File: src/hdl/irq_seq_pkg.sv
/*
 * Constants shared by the interrupt sequencer: entry sequence cycle
 * positions, vector addresses, pushed flags layout and reset values.
 * Assumes an 8-bit core with a 16-bit program counter.
 */
package irq_seq_pkg;

	// Entry sequence length and cycle positions within it
	localparam int unsigned SEQ_LEN      = 7;
	localparam logic [2:0]  CYC_LAST     = 3'h6;
	localparam logic [2:0]  CYC_PUSH_HI  = 3'h2;
	localparam logic [2:0]  CYC_PUSH_LO  = 3'h3;
	localparam logic [2:0]  CYC_PUSH_FLG = 3'h4;
	localparam logic [2:0]  CYC_VEC_LO   = 3'h5;
	localparam logic [2:0]  CYC_VEC_HI   = 3'h6;
	// Vector choice is made in the flags push cycle
	localparam logic [2:0]  CYC_SELECT   = 3'h4;

	// Vector low-byte addresses
	localparam logic [15:0] VEC_NONMASK  = 16'hfffa;
	localparam logic [15:0] VEC_MASKABLE = 16'hfffe;

	// Pushed flags byte fields
	localparam int unsigned FLG_MASK     = 2;
	localparam int unsigned FLG_BREAK    = 4;
	localparam int unsigned FLG_ONE      = 5;

	// Reset values
	localparam logic        MASK_RESET   = 1'b1;
	localparam logic [2:0]  CNT_RESET    = 3'h0;

	// Pin synchroniser depth
	localparam int unsigned SYNC_STAGES  = 3;

	typedef enum logic {
		ST_RUN,
		ST_ENTRY
	} seq_state_type;

endpackage

File: src/hdl/cpu_interrupt_sequencer.sv
/*
 * Interrupt acceptance and entry sequencing for an 8-bit core.
 * Assumes the core flags the last cycle of each instruction with
 * boundary_i, reports the flag-changing instructions and taken
 * same-page branches in that same cycle, holds pc_i steady during an
 * entry sequence and performs the pushes and vector reads it is told to.
 */
// Summary of operation
// - Maskable request is a level; handler re-enters while it stays active and unmasked.
// - No memory of a maskable request; withdrawn requests never start the handler.
// - Non-maskable assertion edge is latched once, serviced regardless of mask.
// - Further non-maskable edges before acknowledgement are discarded.
// - Interrupts are accepted only at instruction boundaries, never mid-instruction.
// - Entry sequence for all interrupts and software break lasts seven cycles.
// - Clear-mask or pull-flags unmasking delays the interrupt by one instruction.
// - Return unmasking allows the interrupt right after the return.
// - Clear-mask then set-mask, or pull-flags that sets the mask, enters with mask pushed as set.
// - No maskable entry in listed clear/pull/return instruction pairs.
// - Taken same-page branch defers acceptance to after the next instruction.
// - Page-crossing branches and other control flow add no deferral.
// - Non-maskable event early in a maskable entry redirects to its vector.
// - Software break uses the same entry with break flag set in pushed flags.
// - Non-maskable event during break diverts vector, break flag stays set.
// - Maskable request overlapping break lets break finish, taken later if held.
// - Non-maskable edge at the selection cycle is lost; earlier ones take over.
// - No acceptance at the boundary right after an entry sequence.
// - A break as first handler instruction may be taken over by pending events.
`timescale 1ns/1ps

module cpu_interrupt_sequencer (
	input  wire logic        clk_i,
	input  wire logic        reset_i,
	input  wire logic        irq_n_i,
	input  wire logic        nmi_n_i,
	input  wire logic        boundary_i,
	input  wire logic        break_start_i,
	input  wire logic        clear_mask_op_i,
	input  wire logic        set_mask_op_i,
	input  wire logic        pull_flags_op_i,
	input  wire logic        return_op_i,
	input  wire logic        pulled_mask_i,
	input  wire logic        branch_same_page_i,
	input  wire logic [15:0] pc_i,
	input  wire logic [7:0]  flags_i,
	output logic             entry_o,
	output logic [2:0]       seq_cnt_o,
	output logic             push_we_o,
	output logic [7:0]       push_data_o,
	output logic             vector_rd_o,
	output logic [15:0]      vector_addr_o,
	output logic             nmi_vector_o,
	output logic             mask_o
);

	irq_seq_pkg::seq_state_type state_q;
	irq_seq_pkg::seq_state_type state_d;

	logic [1:0] sync_q [irq_seq_pkg::SYNC_STAGES];
	logic [1:0] lvl_q;
	logic       nmi_lvl_old_q;
	logic       nmi_pend_q;
	logic       nmi_pend_d;
	logic       mask_q;
	logic       mask_d;
	logic [2:0] cnt_q;
	logic [2:0] cnt_d;
	logic       brk_q;
	logic       post_entry_q;
	logic       prev_clear_q;
	logic       prev_pullret_q;

	// Pins, active low, through three flops; a change counts when stages 2 and 3 agree
	wire [1:0] pin_active = {~nmi_n_i, ~irq_n_i};

	genvar g;
	generate
		for (g = 0; g < irq_seq_pkg::SYNC_STAGES; g++) begin : g_sync
			if (g == 0) begin : g_first
				always_ff @(posedge clk_i or posedge reset_i) begin
					if (reset_i) begin
						sync_q[g] <= 2'h0;
					end else begin
						sync_q[g] <= pin_active;
					end
				end
			end else begin : g_rest
				always_ff @(posedge clk_i or posedge reset_i) begin
					if (reset_i) begin
						sync_q[g] <= 2'h0;
					end else begin
						sync_q[g] <= sync_q[g-1];
					end
				end
			end
		end
	endgenerate

	wire [1:0] agree = ~(sync_q[1] ^ sync_q[2]);
	wire [1:0] lvl_d = (agree & sync_q[2]) | (~agree & lvl_q);

	wire irq_lvl = lvl_q[0];
	wire nmi_lvl = lvl_q[1];
	wire nmi_edge = nmi_lvl & ~nmi_lvl_old_q;

	wire running = (state_q == irq_seq_pkg::ST_RUN);
	wire in_entry = (state_q == irq_seq_pkg::ST_ENTRY);
	wire bnd = boundary_i & running;
	wire select_cyc = in_entry & (cnt_q == irq_seq_pkg::CYC_SELECT);
	wire last_cyc = in_entry & (cnt_q == irq_seq_pkg::CYC_LAST);

	// Return changes flags early in the instruction, so its pulled mask already counts
	wire mask_poll = return_op_i ? pulled_mask_i : mask_q;

	// Instruction pairs in which no maskable entry may be dispatched
	wire irq_block = (prev_clear_q & return_op_i) |
		(prev_pullret_q & (set_mask_op_i | return_op_i | pull_flags_op_i));

	// Maskable request read straight from the level, never latched
	wire irq_take = irq_lvl & ~mask_poll & ~irq_block;

	// Same-page taken branch defers, other control flow does not
	wire take_int = ~post_entry_q & ~branch_same_page_i
		& (nmi_pend_q | irq_take);

	wire start_int = bnd & take_int;
	wire start_brk = bnd & ~take_int & break_start_i;
	wire start_any = start_int | start_brk;

	// Vector choice made in the flags push cycle, so a late edge can still redirect
	wire nmi_sel = select_cyc & nmi_pend_q;

	always_comb begin
		state_d = state_q;
		cnt_d = cnt_q;
		unique case (state_q)
			irq_seq_pkg::ST_RUN: begin
				if (start_any) begin
					state_d = irq_seq_pkg::ST_ENTRY;
					cnt_d = 3'h0;
				end
			end
			irq_seq_pkg::ST_ENTRY: begin
				if (cnt_q == irq_seq_pkg::CYC_LAST) begin
					state_d = irq_seq_pkg::ST_RUN;
					cnt_d = 3'h0;
				end else begin
					cnt_d = cnt_q + 3'h1;
				end
			end
		endcase
	end

	// Acknowledge wins over set; an edge in the selection cycle itself is dropped
	always_comb begin
		if (nmi_edge & ~select_cyc) begin
			nmi_pend_d = 1'b1;
		end else if (nmi_sel) begin
			nmi_pend_d = 1'b0;
		end else begin
			nmi_pend_d = nmi_pend_q;
		end
	end

	always_comb begin
		mask_d = mask_q;
		if (select_cyc) begin
			mask_d = 1'b1;
		end else if (bnd & clear_mask_op_i) begin
			mask_d = 1'b0;
		end else if (bnd & set_mask_op_i) begin
			mask_d = 1'b1;
		end else if (bnd & (pull_flags_op_i | return_op_i)) begin
			mask_d = pulled_mask_i;
		end
	end

	// Pushed flags carry the mask as it stands now, so set-mask after clear shows it set
	wire [7:0] flags_push = {flags_i[7:6], 1'b1, brk_q, flags_i[3], mask_q, flags_i[1:0]};

	wire push_d = (state_d == irq_seq_pkg::ST_ENTRY) & (cnt_d >= irq_seq_pkg::CYC_PUSH_HI)
		& (cnt_d <= irq_seq_pkg::CYC_PUSH_FLG);
	wire vec_d = (state_d == irq_seq_pkg::ST_ENTRY) & (cnt_d >= irq_seq_pkg::CYC_VEC_LO);
	wire nmi_vec_d = nmi_sel | (nmi_vector_o & ~start_any);
	wire [15:0] vec_base = nmi_vec_d ? irq_seq_pkg::VEC_NONMASK : irq_seq_pkg::VEC_MASKABLE;
	wire [15:0] vec_addr_d = (cnt_d == irq_seq_pkg::CYC_VEC_HI) ? vec_base + 16'h0001
		: vec_base;
	wire [7:0] push_data_d = (cnt_d == irq_seq_pkg::CYC_PUSH_HI) ? pc_i[15:8]
		: (cnt_d == irq_seq_pkg::CYC_PUSH_LO) ? pc_i[7:0] : flags_push;

	always_ff @(posedge clk_i or posedge reset_i) begin
		if (reset_i) begin
			lvl_q <= 2'h0;
			nmi_lvl_old_q <= 1'b0;
			nmi_pend_q <= 1'b0;
		end else begin
			lvl_q <= lvl_d;
			nmi_lvl_old_q <= nmi_lvl;
			nmi_pend_q <= nmi_pend_d;
		end
	end

	always_ff @(posedge clk_i or posedge reset_i) begin
		if (reset_i) begin
			state_q <= irq_seq_pkg::ST_RUN;
			cnt_q <= irq_seq_pkg::CNT_RESET;
			mask_q <= irq_seq_pkg::MASK_RESET;
		end else begin
			state_q <= state_d;
			cnt_q <= cnt_d;
			mask_q <= mask_d;
		end
	end

	// Break flag held for the whole sequence, even if the vector is redirected
	always_ff @(posedge clk_i or posedge reset_i) begin
		if (reset_i) begin
			brk_q <= 1'b0;
		end else if (start_any) begin
			brk_q <= start_brk;
		end
	end

	always_ff @(posedge clk_i or posedge reset_i) begin
		if (reset_i) begin
			post_entry_q <= 1'b0;
		end else if (last_cyc) begin
			post_entry_q <= 1'b1;
		end else if (bnd) begin
			post_entry_q <= 1'b0;
		end
	end

	always_ff @(posedge clk_i or posedge reset_i) begin
		if (reset_i) begin
			prev_clear_q <= 1'b0;
			prev_pullret_q <= 1'b0;
		end else if (bnd) begin
			prev_clear_q <= clear_mask_op_i & ~start_any;
			prev_pullret_q <= (pull_flags_op_i | return_op_i) & ~start_any;
		end else if (in_entry) begin
			prev_clear_q <= 1'b0;
			prev_pullret_q <= 1'b0;
		end
	end

	always_ff @(posedge clk_i or posedge reset_i) begin
		if (reset_i) begin
			entry_o <= 1'b0;
			seq_cnt_o <= irq_seq_pkg::CNT_RESET;
			push_we_o <= 1'b0;
			push_data_o <= 8'h00;
			vector_rd_o <= 1'b0;
			vector_addr_o <= 16'h0000;
			nmi_vector_o <= 1'b0;
			mask_o <= irq_seq_pkg::MASK_RESET;
		end else begin
			entry_o <= (state_d == irq_seq_pkg::ST_ENTRY);
			seq_cnt_o <= cnt_d;
			push_we_o <= push_d;
			push_data_o <= push_data_d;
			vector_rd_o <= vec_d;
			vector_addr_o <= vec_addr_d;
			nmi_vector_o <= nmi_vec_d;
			mask_o <= mask_d;
		end
	end

	property p_seq_len;
		@(posedge clk_i) disable iff (reset_i)
		$rose(entry_o) |-> entry_o[*7] ##1 !entry_o;
	endproperty
	a_seq_len: assert property (p_seq_len) else $error("Entry sequence not seven cycles");

	property p_push_order;
		@(posedge clk_i) disable iff (reset_i)
		$rose(entry_o) |-> !push_we_o ##2 (push_we_o && push_data_o == pc_i[15:8])
			##1 push_we_o ##1 push_we_o ##1 (mask_o && vector_rd_o && !push_we_o);
	endproperty
	a_push_order: assert property (p_push_order) else $error("Entry push order wrong");

	property p_break_flag;
		@(posedge clk_i) disable iff (reset_i)
		(push_we_o && seq_cnt_o == irq_seq_pkg::CYC_PUSH_FLG)
			|-> push_data_o[irq_seq_pkg::FLG_BREAK] == brk_q;
	endproperty
	a_break_flag: assert property (p_break_flag) else $error("Break flag wrong");

	property p_boundary_only;
		@(posedge clk_i) disable iff (reset_i)
		$rose(entry_o) |-> $past(boundary_i);
	endproperty
	a_boundary_only: assert property (p_boundary_only) else $error("Entry off boundary");

	property p_no_back_to_back;
		@(posedge clk_i) disable iff (reset_i)
		(bnd && post_entry_q && !break_start_i) |=> !entry_o;
	endproperty
	a_no_back_to_back: assert property (p_no_back_to_back) else $error("Back-to-back entry");

	property p_branch_defer;
		@(posedge clk_i) disable iff (reset_i)
		(bnd && branch_same_page_i && !break_start_i) |=> !entry_o;
	endproperty
	a_branch_defer: assert property (p_branch_defer) else $error("Branch did not defer");

	property p_pair_block;
		@(posedge clk_i) disable iff (reset_i)
		(bnd && prev_pullret_q && set_mask_op_i && !nmi_pend_q && !break_start_i)
			|=> !entry_o;
	endproperty
	a_pair_block: assert property (p_pair_block) else $error("Blocked pair dispatched");

	property p_nmi_latch;
		@(posedge clk_i) disable iff (reset_i)
		(nmi_edge && !select_cyc) |=> nmi_pend_q;
	endproperty
	a_nmi_latch: assert property (p_nmi_latch) else $error("Edge not latched");

	property p_nmi_redirect;
		@(posedge clk_i) disable iff (reset_i)
		(select_cyc && nmi_pend_q) |=> nmi_vector_o &&
			(vector_addr_o == irq_seq_pkg::VEC_NONMASK);
	endproperty
	a_nmi_redirect: assert property (p_nmi_redirect) else $error("No redirect");

	property p_irq_level;
		@(posedge clk_i) disable iff (reset_i)
		(bnd && !nmi_pend_q && !break_start_i && !post_entry_q && !branch_same_page_i
			&& !return_op_i && !irq_block && irq_lvl && !mask_q) |=> entry_o;
	endproperty
	a_irq_level: assert property (p_irq_level) else $error("Request not taken");

	c_irq_entry: cover property (@(posedge clk_i) disable iff (reset_i)
		start_int && !nmi_pend_q);
	c_nmi_hijack: cover property (@(posedge clk_i) disable iff (reset_i)
		nmi_sel && brk_q);
	c_clear_set: cover property (@(posedge clk_i) disable iff (reset_i)
		start_int && set_mask_op_i);

endmodule

File: config.mk
export PLATFORM = sky130hd
export DESIGN_NAME = cpu_interrupt_sequencer
export DESIGN_NICKNAME = d
export VERILOG_FILES = /design/src/hdl/irq_seq_pkg.sv /design/src/hdl/cpu_interrupt_sequencer.sv
export SDC_FILE = /design/constraint.sdc
export NUM_CORES = 1
export LEC_CHECK = 0
export BUFFER_PORTS_ARGS = -buffer_cell sky130_fd_sc_hd__buf_2
export CORE_UTILIZATION = 40
export CTS_BUF_LIST = sky130_fd_sc_hd__clkbuf_8 sky130_fd_sc_hd__clkbuf_16
export DETAILED_ROUTE_END_ITERATION = 6
export PLACE_DENSITY = 0.72
export SLEW_MARGIN = 20
export SYNTH_ARGS = -nofsm -noshare
export SYNTH_HDL_FRONTEND = slang
export SYNTH_SLANG_ARGS = --single-unit
File: constraint.sdc
create_clock -name clk_i -period 1.7 [get_ports clk_i]
set_clock_uncertainty 0.1 [all_clocks]
set_input_delay 0.425 -clock clk_i [delete_from_list [all_inputs] [get_ports clk_i]]
set_output_delay 0.425 -clock clk_i [all_outputs]
set_load 0.03 [all_outputs]
==> impl_metrics.ini <==
[grt]
use_met2_pct = 29.39
grt_util_all_layers_pct = 17.68
grt_pass1_vias = 1172
grt_antenna_before_repair = 0
grt_first_pass_wirelength_um = 5319
grt_max_degree = 34
top_usage_layer = met2
use_met1_pct = 19.66
gr-total-overflow = 0
grt_use_met3_pct = 7.679

[logic_synthesis]
yosysSeqAreaShare_pct = 53.44
synth_compound_area_share_pct = 12.05
synthSimpleGateAreaFrac_pct = 10.75
syn-cell-area_um2 = 1548
syn_area_per_cell_um2 = 11.73
syn_inst = 132
async_flop_share_pct = 100.0
synthAdderAreaFrac_pct = 1.293
synth_top_flop_cell = dfrtp_1
ys_types = 35
synth_nets = 168
synth_seq_cells = 33
yosys_warnings = 0
muxShareOfSynthArea_pct = 12.53
synth_top_family_by_area = multiplexers
synth-xor-area-share_pct = 0
synth-edff-count = 0

[routing]
ant_nets = 0
wl_per_cell_um = 12.23
drtPass1Iterations = 4
dr_total_vias = 1224
wl_um = 3142
drt_iter0_markers = 66
via_per_inst = 4.763
drc_errors = 0

[floorplan]
rows = 22
die_area_um2 = 4122
initial_utilization_pct = 41.96
die_y_um = 64.21
io_pins = 68
coreArea_um2 = 3689
fp.dieW_um = 64.21

[layout]
final_common_cell = buf_2
fillCellCount = 329
syn_to_final_growth_pct = 41.39
drive_gt1_share_pct = 59.33
final_cell_mix = 64 x buf_2, 28 x dfrtp_1, 20 x buf_4
seq_area_um2 = 832.0
multi_input_area_um2 = 636.9
nets = 244
diodes = 0

[clock_tree]
cts_buffer_depth = 2
path_clk_slew_ns = 0.07
htree_levels = 2
root_buffer = clkbuf_8
cts.sinks = 33
cts_buffers = 5
clkLatencyLatePin_ns = 0.29
tritoncts = yes

[timing]
drv_slew = 0
setup-tns-final_ns = 0
post-route-period-util_pct = 99.52
min_period_ns = 1.692
grt_setup_unrepaired = yes
hold_viol = 0
setup_viol = 0
clock.fmax_mhz = 591.1
fin_ws_ns = 0.008191

[worst_hold_path]
min_path_type = primary input to asynchronous set/reset pin

[worst_setup_path]
critical_path_class = register to register
cp.arrival_ns = 1.76
crit_fanout = 6
cp_common_cell = mux2_4
cp-start-kind = register
cpPeakStageDelay_ns = 0.45
cp_data_required_time_ns = 1.77
cp-end-kind = register
worstPathCellList = nor2b_4, a21oi_4, clkbuf_16, mux2_4, mux2_4
critPathSlowestCell = dfrtp_2

[place]
port_buffers = 64
dp_slack_ns = -0.3378
gp_congestion = 0.8147
dpl.hpwl_um = 2377

[job]
maxCapViolCount = 0

[pwr]
seqPwrFrac_pct = 28.7
p_leak_nw = 1.101
power_mw = 4.107
combPwrFrac_pct = 53.3
clkPwrFrac_pct = 18.0
p_int_mw = 2.568
peakVddDrop_v = 0.001070
p_sw_share_pct = 37.48
p_switching_mw = 1.539
power.density_nw_per_um2 = 1877

[status]
status = completed
-- power groups by stage --
stage | Clock, mW | Sequential, mW | Combinational, mW
2_1_floorplan | 0 | 1.58 | 1.01
3_3_place_gp | 0 | 1.18 | 1.91
3_5_place_dp | 0 | 1.18 | 1.94
4_1_cts | 0.760 | 1.17 | 1.99
5_1_grt | 0.808 | 1.20 | 2.34
6_report | 0.739 | 1.18 | 2.19
-- flip-flops by register name, summed over array words and instances, names as in the netlist, 3 cells and up, named ones only --
signal	count
push_data_o	8
seq_cnt_o	3
vector_addr_o	3
sync_q	6
-- worst max-delay path, delay by kind of cell (launching register included) --
| family | cells | cell delay, ns |
|---|---|---|
| AND/OR/NAND/NOR | 1 | 0.15 |
| multiplexers | 2 | 0.54 |
| flip-flops | 1 | 0.45 |
| AO/OA/AOI/OAI | 1 | 0.17 |
| buffers and inverters | 1 | 0.17 |
-- cells by family (layout without fill, tap and decap cells) --
| group | Yosys count | after routing |
|---|---|---|
| DFF | 33 | 33 |
| and+or+nand+nor | 33 | 33 |
| AOI/OAI and AO/OA | 24 | 24 |
| buffers and inverters | 24 | 101 |
| muxes | 15 | 15 |
| adders and majority gates | 2 | 2 |
| other | 1 | 1 |
-- synthesized netlist by cell type, drive strengths merged (2+ instances only) --
| cell type | number | share of area (%) |
|---|---|---|
| nor2 | 9 | 2.2 |
| nor2b | 4 | 1.6 |
| and3b | 2 | 1.1 |
| inv | 7 | 1.7 |
| maj3 | 2 | 1.3 |
| o32ai | 2 | 1.1 |
| a21oi | 5 | 1.9 |
| mux2 | 14 | 12 |
| nor3 | 4 | 1.3 |
| dfrtp | 32 | 52 |
| nand2 | 9 | 2.2 |
| buf | 17 | 8.0 |
| o21ai | 6 | 1.9 |
| a21o | 2 | 0.97 |
-- repair_timing --
action | 4_1_cts | 5_1_grt
endpoints found under the setup margin | 7 | 7
buffers inserted | 1 | 2
hold buffers | 0 | 0
cloned | 0 | 1
resized for setup | 3 | 10
pin swaps | 1 | 2
hold endpoints to repair | 0 | 0
-- layout make-up --
type	count	share of cell area, %
flip-flops and latches	33	38.02
multi-input cells	75	29.10
repair buffers	86	23.56
clock buffers	5	3.145
well taps	48	2.744
clock inverters	3	2.115
inverters	7	1.315
-- metrics by stage --
| stage | hold slack, ns | util (%) | instance area, um^2 | instances |
|---|---|---|---|---|
| 2_1_floorplan | 0.2312 | - | 1593 | 132 |
| 3_3_place_gp | 0.2345 | 53.63 | 1978 | 245 |
| 3_5_place_dp | 0.2370 | 53.63 | 1978 | 245 |
| 4_1_cts | 0.1222 | 57.29 | 2113 | 254 |
| 5_1_grt | 0.1487 | 59.33 | 2188 | 257 |
| 6_report | 0.1109 | 59.33 | 2188 | 257 |
-- metal layers --
layer  vias to the layer above  wire length (um)
met5                         -                 0
met4                         0                26
met3                         2               266
met2                        63              1558
met1                       572              1290
li1                        587                 -
-- final timing paths --
| kind | from | end | slack (ns) | cells past startpoint |
|---|---|---|---|---|
| max | seq_cnt_o[0] | push_data_o[7] | 0.008 | 5 |
| max in group asynchronous | reset_i | mask_o | 1.07 | 3 |
| max reg2reg | seq_cnt_o[0] | push_data_o[7] | 0.008 | 5 |
| min in group clk_i | irq_n_i | sync_q[4] | 0.17 | 2 |
| min reg2reg | sync_q[5] | sync_q[3] | 0.25 | 0 |
| min | reset_i | sync_q[5] | 0.11 | 3 |
Power figures use the tool's default switching activity.
